$ cat src/shared/asp_defines.svh
// Register offsets, field positions, reset values and timing counts of the serial port host
`ifndef ASP_DEFINES_SVH
`define ASP_DEFINES_SVH

// Byte offsets on the Avalon-MM slave
`define ASP_OFS_CTRL 5'h00
`define ASP_OFS_CMD 5'h04
`define ASP_OFS_TXDATA 5'h08
`define ASP_OFS_RXDATA 5'h0C
`define ASP_OFS_STATUS 5'h10

// Control register fields
`define ASP_CTRL_CRC_EN 0
`define ASP_CTRL_CRC_XOR 1
`define ASP_CTRL_CONT 2
`define ASP_CTRL_THREE_WIRE 3
`define ASP_CTRL_WAIT_RDY 4
`define ASP_CTRL_RESET 5'h00

// Command register fields
`define ASP_CMD_BYTE_MSB 7
`define ASP_CMD_NBYTES_LSB 8
`define ASP_CMD_NBYTES_MSB 10
`define ASP_CMD_SER_RST 16
`define ASP_CMD_EXIT 17
`define ASP_CMD_READ_BIT 6
`define ASP_MAX_DATA_BYTES 3'h4

// Status register fields
`define ASP_STAT_BUSY 0
`define ASP_STAT_DATA_READY 1
`define ASP_STAT_CHK_ERR 2
`define ASP_STAT_CONT 3
`define ASP_STAT_RX_SUM_LSB 8
`define ASP_STAT_CALC_SUM_LSB 16

// Link constants
`define ASP_DUMMY_READ_CMD 8'h44
`define ASP_CRC_POLY 8'h07
`define ASP_RESET_ONES 7'h40
`define ASP_SCLK_HALF 4
`define ASP_GAP_CYCLES 4'h8
`define ASP_RDY_SETTLE 3'h3

// Timing
`define ASP_CLK_PERIOD_NS 100
`define ASP_RESET_WAIT_US 500

`endif

$ cat src/shared/asp_pkg.sv
// Types shared by the serial port host modules
`default_nettype none
package asp_pkg;

    typedef enum logic [2:0] {
        st_idle,
        st_prime,
        st_wait_rdy,
        st_shift,
        st_gap,
        st_rst_wait
    } asp_state_t;

    typedef logic [7:0] asp_byte_t;

endpackage
`default_nettype wire

$ cat src/design/asp_sclk_gen.sv
// Serial clock divider with rise and fall strobes
`timescale 1ns/1ps
`default_nettype none
`include "asp_defines.svh"

module asp_sclk_gen #(
    parameter int HALF = `ASP_SCLK_HALF
) (
    // Clock and reset
    input wire logic clk,
    input wire logic reset,
    // Control
    input wire logic run,
    // Serial clock and strobes
    output logic sclk,
    output logic rise,
    output logic fall
);
    import asp_pkg::*;

    logic [7:0] cnt;
    wire logic terminal = run && (cnt == 8'(HALF - 1));

    // Strobes mark the cycle in which sclk changes at the next edge
    assign rise = terminal && !sclk;
    assign fall = terminal && sclk;

    always_ff @(posedge clk or posedge reset) begin
        if (reset) begin
            cnt <= 8'h00;
            sclk <= 1'b1;
        end else if (!run) begin
            // Idle high so the first edge seen by the device is a fall
            cnt <= 8'h00;
            sclk <= 1'b1;
        end else if (terminal) begin
            cnt <= 8'h00;
            sclk <= !sclk;
        end else begin
            cnt <= cnt + 8'h01;
        end
    end

endmodule
`default_nettype wire

$ cat src/design/asp_checksum.sv
// Bit-serial checksum: polynomial CRC or byte-wise XOR
`timescale 1ns/1ps
`default_nettype none
`include "asp_defines.svh"

module asp_checksum (
    // Clock and reset
    input wire logic clk,
    input wire logic reset,
    // Message bits, most significant first
    input wire logic clear,
    input wire logic feed,
    input wire logic bit_in,
    input wire logic xor_mode,
    // Result
    output asp_pkg::asp_byte_t sum
);
    import asp_pkg::*;

    logic [2:0] idx;
    asp_byte_t next_sum;
    wire asp_byte_t crc_step = {sum[6:0], 1'b0} ^ ((sum[7] ^ bit_in) ? `ASP_CRC_POLY : 8'h00);
    wire asp_byte_t xor_step = sum ^ ((8'h80 >> idx) & {8{bit_in}});

    // Zero start, no final inversion: same as long division of the extended message
    assign next_sum = xor_mode ? xor_step : crc_step;

    always_ff @(posedge clk or posedge reset) begin
        if (reset) begin
            sum <= 8'h00;
            idx <= 3'h0;
        end else if (clear) begin
            sum <= 8'h00;
            idx <= 3'h0;
        end else if (feed) begin
            sum <= next_sum;
            idx <= idx + 3'h1;
        end
    end

endmodule
`default_nettype wire

$ cat src/design/asp_host.sv
// Host controller for the converter serial port, steered over Avalon-MM
`timescale 1ns/1ps
`default_nettype none
`include "asp_defines.svh"

module asp_host #(
    parameter int SCLK_HALF = `ASP_SCLK_HALF,
    parameter int RESET_WAIT_CYCLES =
        (`ASP_RESET_WAIT_US * 1000 + `ASP_CLK_PERIOD_NS - 1) / `ASP_CLK_PERIOD_NS
) (
    // Clock and reset
    input wire logic clk,
    input wire logic reset,
    // Avalon-MM slave
    input wire logic [4:0] avs_address,
    input wire logic avs_read,
    input wire logic avs_write,
    input wire logic [31:0] avs_writedata,
    output logic [31:0] avs_readdata,
    output logic avs_waitrequest,
    // Serial link to the converter
    output logic spi_cs_n,
    output logic spi_sclk,
    output logic spi_din,
    input wire logic spi_dout_rdy
);
    import asp_pkg::*;

    function automatic logic [6:0] bytes_to_bits(input logic [2:0] n);
        return {1'b0, n, 3'b000};
    endfunction

    function automatic logic [31:0] align_left(input logic [31:0] d, input logic [2:0] n);
        logic [5:0] sh;
        sh = {(`ASP_MAX_DATA_BYTES - n), 3'b000};
        return d << sh;
    endfunction

    // Software-visible state
    logic [4:0] ctrl;
    logic [31:0] txdata;
    logic [31:0] rxdata;
    logic chk_err;
    asp_byte_t rx_sum;
    logic rd_ack;

    // Latched transfer description
    asp_byte_t lat_cmd;
    logic [2:0] lat_n;
    logic lat_rst;
    logic lat_exit;
    logic lat_has_cmd;
    logic lat_read;
    logic lat_crc;
    logic lat_cont;

    // Sequencer
    asp_state_t state;
    logic [39:0] tx;
    logic [39:0] rx;
    logic [6:0] bit_cnt;
    logic [2:0] prime_cnt;
    logic [3:0] gap_cnt;
    logic [15:0] wait_cnt;
    logic rdy_meta;
    logic rdy_sync;
    logic sclk_rise;
    logic sclk_fall;
    asp_byte_t calc_sum;

    // Bus decode
    wire logic sel_ctrl = avs_address == `ASP_OFS_CTRL;
    wire logic sel_cmd = avs_address == `ASP_OFS_CMD;
    wire logic sel_txdata = avs_address == `ASP_OFS_TXDATA;
    wire logic sel_rxdata = avs_address == `ASP_OFS_RXDATA;
    wire logic sel_status = avs_address == `ASP_OFS_STATUS;
    wire logic busy = state != st_idle;
    wire logic rd_take = avs_read && !rd_ack;
    wire logic cmd_wr = avs_write && sel_cmd && !busy;

    // A command written while busy is held off, not dropped
    assign avs_waitrequest = rd_take || (avs_write && sel_cmd && busy);

    // Decoding of a new command word
    wire logic [2:0] w_n_raw = avs_writedata[`ASP_CMD_NBYTES_MSB:`ASP_CMD_NBYTES_LSB];
    wire logic [2:0] w_n = (w_n_raw > `ASP_MAX_DATA_BYTES) ? `ASP_MAX_DATA_BYTES : w_n_raw;
    wire logic w_rst = avs_writedata[`ASP_CMD_SER_RST];
    wire logic w_exit = avs_writedata[`ASP_CMD_EXIT] && ctrl[`ASP_CTRL_CONT];
    wire logic w_cont = ctrl[`ASP_CTRL_CONT] && !w_exit && !w_rst;
    // The dummy read, like a serial reset, leaves continuous readback
    wire asp_byte_t w_cmd = w_exit ? `ASP_DUMMY_READ_CMD : avs_writedata[7:0];
    wire logic w_read = w_cont || w_exit || w_cmd[`ASP_CMD_READ_BIT];
    wire logic w_crc = ctrl[`ASP_CTRL_CRC_EN];
    wire logic w_need_rdy = !w_rst && (w_cont || w_exit
        || (ctrl[`ASP_CTRL_WAIT_RDY] && w_cmd == `ASP_DUMMY_READ_CMD));
    // Data right-aligned in the register, sent from its top byte down
    wire logic [39:0] w_tx = w_rst ? {40{1'b1}} :
        w_cont ? 40'h00_0000_0000 :
        {w_cmd, (w_read ? 32'h0000_0000 : align_left(txdata, w_n))};

    // Transfer lengths
    wire logic [6:0] cmd_bits = lat_has_cmd ? 7'h08 : 7'h00;
    wire logic [6:0] msg_bits = bytes_to_bits(lat_n + {2'b00, lat_has_cmd});
    wire logic [6:0] total_bits = lat_rst ? `ASP_RESET_ONES :
        msg_bits + (lat_crc ? 7'h08 : 7'h00);
    wire logic last_bit = (bit_cnt + 7'h01) == total_bits;
    wire logic load_crc = lat_crc && !lat_read && !lat_rst && bit_cnt == msg_bits;

    // Checksum feed: command bits as driven, data bits as driven or received
    wire logic in_msg = bit_cnt < msg_bits;
    wire logic msg_bit = (bit_cnt < cmd_bits || !lat_read) ? tx[39] : rdy_sync;
    wire asp_byte_t prime_byte = `ASP_DUMMY_READ_CMD;
    wire logic prime_bit = prime_byte[3'h7 - prime_cnt];
    wire logic chk_feed = (state == st_prime)
        || (state == st_shift && sclk_rise && in_msg && !lat_rst);
    wire logic chk_bit = (state == st_prime) ? prime_bit : msg_bit;
    // Writes are always CRC; the XOR choice applies to reads only
    wire logic chk_xor = lat_read && ctrl[`ASP_CTRL_CRC_XOR];

    // End of transfer results
    wire logic gap_first = state == st_gap && gap_cnt == 4'h0;
    wire logic got_read = gap_first && lat_read && !lat_rst;
    wire logic chk_set = got_read && lat_crc && rx[7:0] != calc_sum;
    wire logic clr_cont = gap_first && (lat_exit || lat_rst);

    // Status and read mux
    wire logic [31:0] status_word = {8'h00, calc_sum, rx_sum, 4'h0,
        lat_cont, chk_err, !rdy_sync, busy};
    wire logic [31:0] cmd_word = {14'h0000, lat_exit, lat_rst, 5'h00, lat_n, lat_cmd};
    wire logic [31:0] rd_mux = sel_ctrl ? {27'h000_0000, ctrl} :
        sel_cmd ? cmd_word :
        sel_txdata ? txdata :
        sel_rxdata ? rxdata :
        sel_status ? status_word : 32'h0000_0000;

    // Pin input: two flip-flops before any logic
    always_ff @(posedge clk or posedge reset) begin
        if (reset) begin
            rdy_meta <= 1'b1;
            rdy_sync <= 1'b1;
        end else begin
            rdy_meta <= spi_dout_rdy;
            rdy_sync <= rdy_meta;
        end
    end

    // Register slave: reads answer one edge after they are taken
    always_ff @(posedge clk or posedge reset) begin
        if (reset) begin
            rd_ack <= 1'b0;
            avs_readdata <= 32'h0000_0000;
        end else begin
            rd_ack <= rd_take;
            if (rd_take) begin
                avs_readdata <= rd_mux;
            end
        end
    end

    always_ff @(posedge clk or posedge reset) begin
        if (reset) begin
            ctrl <= `ASP_CTRL_RESET;
            txdata <= 32'h0000_0000;
        end else begin
            if (avs_write && sel_ctrl) begin
                ctrl <= avs_writedata[4:0];
            end
            if (avs_write && sel_txdata) begin
                txdata <= avs_writedata;
            end
            // Device leaves continuous readback, so the host view follows
            if (clr_cont) begin
                ctrl[`ASP_CTRL_CONT] <= 1'b0;
            end
        end
    end

    // Sticky mismatch: a set in the clearing cycle wins
    always_ff @(posedge clk or posedge reset) begin
        if (reset) begin
            chk_err <= 1'b0;
        end else if (chk_set) begin
            chk_err <= 1'b1;
        end else if (rd_take && sel_status) begin
            chk_err <= 1'b0;
        end
    end

    always_ff @(posedge clk or posedge reset) begin
        if (reset) begin
            rxdata <= 32'h0000_0000;
            rx_sum <= 8'h00;
        end else if (got_read) begin
            rxdata <= lat_crc ? rx[39:8] : rx[31:0];
            rx_sum <= rx[7:0];
        end
    end

    // Transfer description, captured when a command is accepted
    always_ff @(posedge clk or posedge reset) begin
        if (reset) begin
            lat_cmd <= 8'h00;
            lat_n <= 3'h0;
            lat_rst <= 1'b0;
            lat_exit <= 1'b0;
            lat_has_cmd <= 1'b0;
            lat_read <= 1'b0;
            lat_crc <= 1'b0;
            lat_cont <= 1'b0;
        end else if (cmd_wr) begin
            lat_cmd <= w_cmd;
            lat_n <= w_n;
            lat_rst <= w_rst;
            lat_exit <= w_exit;
            lat_has_cmd <= !w_cont && !w_rst;
            lat_read <= w_read;
            lat_crc <= w_crc && !w_rst;
            lat_cont <= w_cont;
        end
    end

    // Sequencer
    always_ff @(posedge clk or posedge reset) begin
        if (reset) begin
            state <= st_idle;
            prime_cnt <= 3'h0;
            gap_cnt <= 4'h0;
            wait_cnt <= 16'h0000;
        end else begin
            case (state)
                st_idle: begin
                    prime_cnt <= 3'h0;
                    if (cmd_wr) begin
                        if (w_cont && w_crc) begin
                            state <= st_prime;
                        end else if (w_need_rdy) begin
                            state <= st_wait_rdy;
                        end else begin
                            state <= st_shift;
                        end
                    end
                end
                st_prime: begin
                    prime_cnt <= prime_cnt + 3'h1;
                    if (prime_cnt == 3'h7) begin
                        state <= st_wait_rdy;
                    end
                end
                st_wait_rdy: begin
                    // Ready is only visible while selected: let the synchroniser refill first
                    if (prime_cnt != `ASP_RDY_SETTLE) begin
                        prime_cnt <= prime_cnt + 3'h1;
                    end else if (!rdy_sync) begin
                        state <= st_shift;
                    end
                end
                st_shift: begin
                    if (sclk_rise && last_bit) begin
                        state <= st_gap;
                    end
                end
                st_gap: begin
                    gap_cnt <= gap_cnt + 4'h1;
                    if (gap_cnt == `ASP_GAP_CYCLES - 4'h1) begin
                        gap_cnt <= 4'h0;
                        state <= lat_rst ? st_rst_wait : st_idle;
                    end
                end
                st_rst_wait: begin
                    wait_cnt <= wait_cnt + 16'h0001;
                    if (wait_cnt == 16'(RESET_WAIT_CYCLES - 1)) begin
                        wait_cnt <= 16'h0000;
                        state <= st_idle;
                    end
                end
                default: begin
                    state <= st_idle;
                end
            endcase
        end
    end

    // Shift registers: drive on falling sclk, sample on rising sclk
    always_ff @(posedge clk or posedge reset) begin
        if (reset) begin
            tx <= 40'h00_0000_0000;
            rx <= 40'h00_0000_0000;
            bit_cnt <= 7'h00;
        end else if (cmd_wr) begin
            tx <= w_tx;
            rx <= 40'h00_0000_0000;
            bit_cnt <= 7'h00;
        end else if (state == st_shift) begin
            if (sclk_rise) begin
                bit_cnt <= bit_cnt + 7'h01;
                if (bit_cnt >= cmd_bits && !lat_rst) begin
                    rx <= {rx[38:0], rdy_sync};
                end
            end
            if (sclk_fall && bit_cnt != 7'h00) begin
                if (load_crc) begin
                    tx <= {calc_sum, 32'h0000_0000};
                end else begin
                    // Ones keep flowing during a serial reset, zeros otherwise
                    tx <= {tx[38:0], lat_rst};
                end
            end
        end else if (state == st_idle) begin
            // Data line rests low between transfers
            tx <= 40'h00_0000_0000;
        end
    end

    // Select follows the sequencer unless wired low for 3-wire use
    always_ff @(posedge clk or posedge reset) begin
        if (reset) begin
            spi_cs_n <= 1'b1;
        end else begin
            spi_cs_n <= !(ctrl[`ASP_CTRL_THREE_WIRE]
                || state == st_wait_rdy || state == st_shift);
        end
    end

    assign spi_din = tx[39];

    asp_sclk_gen #(
        .HALF(SCLK_HALF)
    ) u_sclk (
        .clk(clk),
        .reset(reset),
        .run(state == st_shift),
        .sclk(spi_sclk),
        .rise(sclk_rise),
        .fall(sclk_fall)
    );

    asp_checksum u_chk (
        .clk(clk),
        .reset(reset),
        .clear(cmd_wr),
        .feed(chk_feed),
        .bit_in(chk_bit),
        .xor_mode(chk_xor),
        .sum(calc_sum)
    );

endmodule
`default_nettype wire

$ cat config.mk
export PLATFORM = sky130hd
export DESIGN_NAME = asp_host
export DESIGN_NICKNAME = d
export VERILOG_FILES = /design/src/shared/asp_pkg.sv /design/src/design/asp_sclk_gen.sv /design/src/design/asp_checksum.sv /design/src/design/asp_host.sv
export VERILOG_INCLUDE_DIRS = /design/src /design/src/shared
export SDC_FILE = /design/constraint.sdc
export NUM_CORES = 1
export LEC_CHECK = 0
export ABC_AREA = 1
export BUFFER_PORTS_ARGS = -buffer_cell sky130_fd_sc_hd__buf_4
export CORE_ASPECT_RATIO = 1.4
export CORE_UTILIZATION = 40
export CTS_BUF_LIST = sky130_fd_sc_hd__clkbuf_2 sky130_fd_sc_hd__clkbuf_4 sky130_fd_sc_hd__clkbuf_8
export CTS_CLUSTER_DIAMETER = 30
export DETAILED_ROUTE_END_ITERATION = 16
export GPL_TIMING_DRIVEN = 0
export PLACE_DENSITY_LB_ADDON = 0.1
export SLEW_MARGIN = 20
export SYNTH_ARGS = -nofsm -noshare
export SYNTH_HDL_FRONTEND = slang
export SYNTH_SLANG_ARGS = --single-unit
export TNS_END_PERCENT = 30
$ cat constraint.sdc
create_clock -name clk -period 8.65 [get_ports clk]
set_input_delay 0.4325 -clock clk [delete_from_list [all_inputs] [get_ports clk]]
set_output_delay 0.4325 -clock clk [all_outputs]
set_load 0.1 [all_outputs]
# Word-level counts from Yosys, hierarchy flattened
# Memory sizes are Yosys's and may differ from the RTL's.
# Index checks and enable logic that the tools add are counted.
[classes]
n_addsub = 10
magnitude_cmp = 5
eq_ne = 28
shifts = 2
muxes = 58
n_bitwise = 4
reduce_logical = 71
[ops]
columns = ["cell", "n"]
rows = [
  ["$mux W40", 11],
  ["$mux W32", 6],
  ["$mux W8", 6],
  ["$mux W3", 14],
  ["$logic_and A1 B1 Y1", 34],
  ["$shl A32 B6 Y32", 1],
  ["$mux W7", 4],
  ["$mux W24", 1],
  ["$pmux W3 S6", 1],
  ["$add A16 B1 Y16 const B", 1],
  ["$eq A16 B13 Y1 const B", 1],
  ["$mux W16", 1],
  ["$xor A8 B8 Y8", 2],
  ["$ne A2 B2 Y1 const B", 7],
  ["$mux W4", 3],
  ["$reduce_bool A2 Y1", 6],
  ["$eq A5 B4 Y1 const B", 2],
  ["$logic_not A1 Y1", 10],
  ["$eq A3 B3 Y1 const B", 3],
  ["$logic_or A1 B1 Y1", 9],
  ["$mux W1", 9],
  ["$pmux W3 S3", 1],
  ["$reduce_bool A3 Y1", 3],
  ["$add A8 B1 Y8 const B", 1],
  ["other kinds (35)", 41],
]
[totals]
regBits = 264
romBits = 8
in_bits = 42
out_inout_bits = 36
word_cells = 209
mem_count = 1
[mem_list]
columns = ["name", "depth", "width", "rd", "rd_clocked_by_memory_dff", "write_ports", "line_no", "text"]
rows = [
  ["(name not given)", 8, 1, 1, 0, 0, "asp_host.sv:113", "wire logic prime_bit = prime_byte[3'h7 - prime_cnt];"],
]

# Longest topological paths before layout
[depth]
word_depth = 11
ltp_mapped = 16
mapped_depth_nobuf = 16

# Cells and area by module
# Synthesis repeated with hierarchy kept, for this count alone.
[hier_totals]
cells_unflattened = 1782
hier_area_um2 = 13730.7
[by_module_without_submodules]
columns = ["mod", "instances", "cells_per_inst", "area_each_um2", "seq_area_each_um2"]
rows = [
  ["asp_host", 1, 1607, 12426.9, 6109.6],
  ["asp_checksum", 1, 110, 780.7, 275.3],
  ["asp_sclk_gen", 1, 65, 523.0, 226.5],
]

# Least setup slack after synthesis
# No wires, ideal clock.
[synth_timing]
path_type = "input-to-reg"
from = "input port avs_writedata[8]"
to = "register tx[31]"
setup_ns = 0.126
arrival_ns = 2.331
required_time_ns = 8.524
slack_ns = 6.193
cell_stages = 13
n_path_buf = 4
cell_sequence = "o21ai_0 nand2_1 buf_2 buf_2 ha_1 clkbuf_1 inv_1 clkbuf_1 o211ai_1 o211ai_1 nand3_1 nand2_1 o21ai_0"
[synth_between]
elab_chain_cells = 8
[synth_rtl]
columns = ["item", "line_no", "text"]
rows = [
  ["start, declared", "asp_host.sv:18", "input wire logic [31:0] avs_writedata,"],
  ["$gt A3 B3 Y1 (no line)", "n/a", ""],
  ["$mux W3 *", "asp_host.sv:86", "wire logic [2:0] w_n = (w_n_raw > `ASP_MAX_DATA_BYTES) ? `ASP_MAX_DATA_BYTES : w_n_raw;"],
  ["$sub A3 B3 Y3 (no line) *", "n/a", ""],
  ["$shl A32 B6 Y32 *", "asp_host.sv:36", "return d << sh;"],
  ["$mux W32 *", "asp_host.sv:99", "{w_cmd, (w_read ? 32'h0000_0000 : align_left(txdata, w_n))};"],
  ["$mux W40 *", "asp_host.sv:98", "w_cont ? 40'h00_0000_0000 :"],
  ["$mux W40 *", "asp_host.sv:97", "wire logic [39:0] w_tx = w_rst ? {40{1'b1}} :"],
  ["$mux W40 *", "asp_host.sv:289", "end else if (cmd_wr) begin"],
  ["end signal, assigned", "asp_host.sv:290", "tx <= w_tx;"],
  ["end signal, assigned", "asp_host.sv:302", "tx <= {calc_sum, 32'h0000_0000};"],
  ["end signal, assigned", "asp_host.sv:305", "tx <= {tx[38:0], lat_rst};"],
  ["end, declared", "asp_host.sv:59", "logic [39:0] tx;"],
]
# Every way passes the cells marked *; elsewhere a longest branch is shown, timed or not.
# A chain may end at the register's enable or synchronous reset.

# Worst setup path in the final report
[layout_timing]
from = "register rd_ack"
to = "output port avs_waitrequest"
[layout_between]
elab_chain_cells = 3
[layout_rtl]
columns = ["item", "line_no", "text"]
rows = [
  ["start, declared", "asp_host.sv:45", "logic rd_ack;"],
  ["start signal, assigned", "asp_host.sv:153", "rd_ack <= rd_take;"],
  ["$logic_not A1 Y1", "asp_host.sv:78", "wire logic rd_take = avs_read && !rd_ack;"],
  ["$logic_and A1 B1 Y1", "asp_host.sv:78", ""],
  ["$logic_or A1 B1 Y1", "asp_host.sv:82", "assign avs_waitrequest = rd_take || (avs_write && sel_cmd && busy);"],
  ["end, declared", "asp_host.sv:20", "output logic avs_waitrequest,"],
]
# No other way between the ends.

==> results.rst <==
.. list-table::
   :header-rows: 1

   * - Metric
     - Value
   * - Vertical die dimension
     - 224 um
   * - Destination of the worst register-to-register timing path
     - tx[4]
   * - Achievable Freq
     - 0.337 GHz
   * - Count of cells resized by post-cts repair
     - 0
   * - Die Area
     - 0.0361 sq mm
   * - Max Transition Viols Final
     - 0
   * - Reported max-cap violation count
     - 0
   * - Number of endpoints with negative hold slack in the final report
     - 0
   * - Data arrival time of the critical path
     - 2.53 ns
   * - Top FF cell, synth
     - sky130_fd_sc_hd__dfrtp_1
   * - H-tree lvl count
     - 2
   * - Critical path startpoint category
     - register
   * - Average footprint of a synthesized cell
     - 8.01 sq um
   * - Maximum root-to-sink buffer count
     - 3
   * - Hold path endpoint
     - txdata[29]
   * - Std cell rows
     - 81
   * - Net Count, Synth
     - 1831
   * - Number of buffers added to fix hold violations after cts
     - 5
   * - Clock tree sinks
     - 264
   * - Worst reg-to-reg path cell count
     - 13
   * - Clock tree from TritonCTS
     - built
   * - Via count of the first global-routing pass
     - 12385
   * - Share of synthesized registers carrying an async set or reset
     - 100%
   * - TNS Setup
     - 0 ns
   * - Met3 routing resource usage after global routing
     - 4.26%
   * - Core utilization of the finished layout
     - 48.1%
   * - Input/output buffers
     - 77
   * - Chip Width
     - 161 um
   * - Total of endpoints with negative setup slack in the final report
     - 0
   * - Type of the worst setup path
     - register to primary output
   * - Initial detailed-routing violation count
     - 726
   * - Number of primary I/O pins
     - 78
   * - HPWL after detailed placement
     - 34400 um
   * - Area contributors post-synth
     - sky130_fd_sc_hd__dfrtp_1 (46%), sky130_fd_sc_hd__nand2_1 (9.6%), sky130_fd_sc_hd__o21ai_0 (6.8%)
   * - Fin area
     - 0.0168 sq mm
   * - Run status
     - completed
   * - Data required time of the worst path
     - 8.22 ns
   * - Seq cells post-synth
     - 264
   * - Overall routing resource usage
     - 25.6%
   * - Effective utilization at floorplan
     - 40.5%
   * - Drt wl/cell
     - 18.7 um
   * - Setup slack after placement
     - 5.43 ns
   * - Leak pwr
     - 8.35 nW
   * - Sort of element at the end of the critical path
     - primary output
   * - Number of enable flip-flop cells after synthesis
     - 0
   * - Time the final worst path needs with I/O delays and setup
     - 2.96 ns
   * - Fraction of final layout cells sized beyond drive strength 1
     - 16.5%
   * - Unrepaired setup endpoints after global routing
     - no
   * - Setup bufs post-CTS
     - 0
   * - Actual transition at the worst max-transition pin
     - 0.966 ns
   * - Number of routed nets with antenna violations
     - 0
   * - Layout-stage area growth over the synthesis result
     - 18.8%
   * - Type of the tightest min-delay check
     - input port to register
   * - Cell Area, Placed
     - 0.0153 sq mm
   * - Launching point of the worst reg2reg path
     - lat_n[0]
   * - Area share of the largest cell type after synthesis
     - 46.1%
   * - Remaining Overflow, GRT
     - 0
   * - Highest-utilization routing layer at the global route stage
     - met2
   * - P per Cell Area
     - 269 mW/mm^2
   * - Launch instance of the worst min-delay path
     - avs_writedata[29]
   * - Number of instances in the synthesized netlist
     - 1763
   * - Period Utilization, post-route
     - 34.3%
   * - Clock-pin transition on the worst setup and hold timing paths
     - 0.06 ns
   * - Number of warnings printed during yosys synthesis
     - 0
   * - Core outline area
     - 0.0349 sq mm
   * - Number of instances on the worst hold path
     - 2
   * - Final nets
     - 1978
   * - Drt total wl
     - 45300 um
   * - Per-cell via count in the routed design
     - 5.15
   * - DRC violations left
     - 0
   * - Total standard cell area after synthesis
     - 0.0141 sq mm
   * - Worst Setup Slack, final
     - 5.69 ns
   * - First-pass detailed-route iteration total
     - 6
   * - Maximum number of pins on one net before global-route repair
     - 97
   * - Number of diodes added for antenna fixing
     - 0
   * - Fillers
     - 3540
   * - Grt met2 use
     - 44.9%
   * - Layout Skew
     - 0.0228 ns
   * - Vias post-DR
     - 12448
   * - Initial antenna violation count
     - 0
   * - Dominant cell type by area after synthesis
     - sky130_fd_sc_hd__dfrtp_1
   * - Number of library cell types mapped by synthesis
     - 50
   * - Number of CTS-inserted buffers
     - 61
   * - Max FO, Critical Path
     - 10
   * - Part of the Yosys area used for sequential elements
     - 46.8%
   * - Met1 usage
     - 30.0%
   * - Clock tree root buffer cell
     - sky130_fd_sc_hd__clkbuf_8
   * - GPL Wtd Cong
     - 0.885
   * - Clock latency of the later-clocked register in the worst-skew pair
     - 0.63 ns
   * - Wire length of the first global-routing pass
     - 70600 um
   * - Worst IR Drop VDD
     - 121 uV
   * - Worst slew margin
     - 35.0%
   * - Register-to-register setup slack
     - 6.00 ns
## kinds of logic after synthesis
kind of cell	after synthesis	share of synthesized area, %
buffers and inverters	341	9.90
and+or+nand+nor	676	20.6
DFF	264	46.8
muxes	33	2.42
xor gates and xnor gates	21	1.30
AOI/OAI and AO/OA	402	16.6
adders and majority gates	26	2.30
## metal layers
layer / wire length, um / up-vias
met3: 1980 / 114
met2: 22600 / 347
met1: 18400 / 5918
li1: - / 6069
met4: 2280 / 0
met5: 0 / -
## sequential cells by signal (all words and copies together), names as in the netlist, 3 cells and up
signal and flops:
lat_cmd 8, avs_readdata 32, ctrl 5, tx 40
state 3, txdata 32, u_sclk.cnt 8, u_chk.idx 3
rxdata 32, wait_cnt 16, rx_sum 8, prime_cnt 3
u_chk.sum 8, rx 40, gap_cnt 4, lat_n 3
bit_cnt 7
## area by class of cell
class                      instances  area [sq um]  share of cell area (%)
buffer                            80           418                    2.49
clock buffer                      86          1120                    6.68
clock inverter                    29           273                    1.63
inverter                         261           987                    5.89
multi-input combinational       1158          6110                    36.4
sequential                       264          6610                    39.4
tap                              456           571                    3.40
timing repair buffer              84           683                    4.07
## critical path: stages, from the launching register on
cell and delay (ns):
sky130_fd_sc_hd__dfrtp_1 0.32, sky130_fd_sc_hd__nor2_1 0.05, sky130_fd_sc_hd__inv_1 0.08, sky130_fd_sc_hd__clkbuf_1 0.58, sky130_fd_sc_hd__clkbuf_1 0.50, sky130_fd_sc_hd__nand2_1 0.12, sky130_fd_sc_hd__buf_4 0.25
## cell usage in the layout (no fill, tap or decap), drive strengths merged, types with 3 or more instances in the layout
cell type / n
inv: 260
mux2: 9
o22a: 3
a21oi: 95
nor3: 23
dfstp: 4
a31oi: 13
o211ai: 22
nand4: 16
dfrtp: 260
xor2: 19
o21ai: 221
nand2: 370
bufinv: 4
o221ai: 3
clkbuf: 127
ha: 26
mux2i: 24
nor4: 6
clkinv: 21
o22ai: 35
nand3: 110
clkinvlp: 5
dlygate4sd3: 5
nor2: 147
buf: 118
## worst max path at each step
stage / start / end / slack (ns) / cells after the start
finish: rd_ack / avs_waitrequest / 5.69 / 6
global route: rd_ack / avs_waitrequest / 5.51 / 6
CTS: rd_ack / avs_waitrequest / 5.65 / 6
detailed placement: avs_writedata[8] / tx[8] / 5.43 / 14
global placement: reset / tx[6] / -2.52 / 2
floorplan: reset / avs_readdata[0] / 0.96 / 1
## synthesized netlist by cell type (2+ instances only)
library cell / count
sky130_fd_sc_hd__a21oi_2: 40
sky130_fd_sc_hd__nand2_1: 362
sky130_fd_sc_hd__a31oi_1: 13
sky130_fd_sc_hd__nor3_2: 3
sky130_fd_sc_hd__nand2_4: 3
sky130_fd_sc_hd__nor2_2: 4
sky130_fd_sc_hd__a21oi_1: 55
sky130_fd_sc_hd__nand3_2: 4
sky130_fd_sc_hd__nor3_1: 20
sky130_fd_sc_hd__nand3_1: 105
sky130_fd_sc_hd__nand4_1: 16
sky130_fd_sc_hd__buf_6: 8
sky130_fd_sc_hd__xnor2_1: 2
sky130_fd_sc_hd__inv_1: 245
sky130_fd_sc_hd__o21ai_1: 30
sky130_fd_sc_hd__mux2_2: 6
sky130_fd_sc_hd__xor2_1: 19
sky130_fd_sc_hd__nand3b_1: 2
sky130_fd_sc_hd__buf_2: 22
sky130_fd_sc_hd__ha_1: 26
sky130_fd_sc_hd__o211ai_1: 22
sky130_fd_sc_hd__o22ai_1: 35
sky130_fd_sc_hd__clkbuf_1: 41
sky130_fd_sc_hd__dfrtp_1: 260
sky130_fd_sc_hd__o31ai_1: 2
sky130_fd_sc_hd__o21ai_0: 191
sky130_fd_sc_hd__dfstp_2: 4
sky130_fd_sc_hd__nor4_1: 6
sky130_fd_sc_hd__buf_4: 8
sky130_fd_sc_hd__inv_2: 15
sky130_fd_sc_hd__o221ai_1: 3
sky130_fd_sc_hd__nor2_4: 4
sky130_fd_sc_hd__mux2_1: 3
sky130_fd_sc_hd__nand2_2: 5
sky130_fd_sc_hd__o22a_1: 3
sky130_fd_sc_hd__nor2_1: 138
sky130_fd_sc_hd__a211oi_1: 2
sky130_fd_sc_hd__mux2i_1: 24
## where the power goes
part / internal (W) / switching (W)
Combinational: 0.000404 / 0.000862
Clock: 0.000961 / 0.000633
Sequential: 0.00145 / 0.000201
Total: 0.00281 / 0.00170
## per-stage QoR
| stage | hold slack [ns] | power [W] | instances |
|---|---|---|---|
| finish | 0.0449 | 0.00451 | 2418 |
| global route | 0.0163 | 0.00477 | 2418 |
| CTS | 0.00113 | 0.00455 | 2418 |
| detailed placement | 0.348 | 0.00292 | 2298 |
| global placement | 0.347 | 0.00290 | 2296 |
| floorplan | 0.345 | 0.00251 | 1763 |
(Power assumes the default switching activity.)
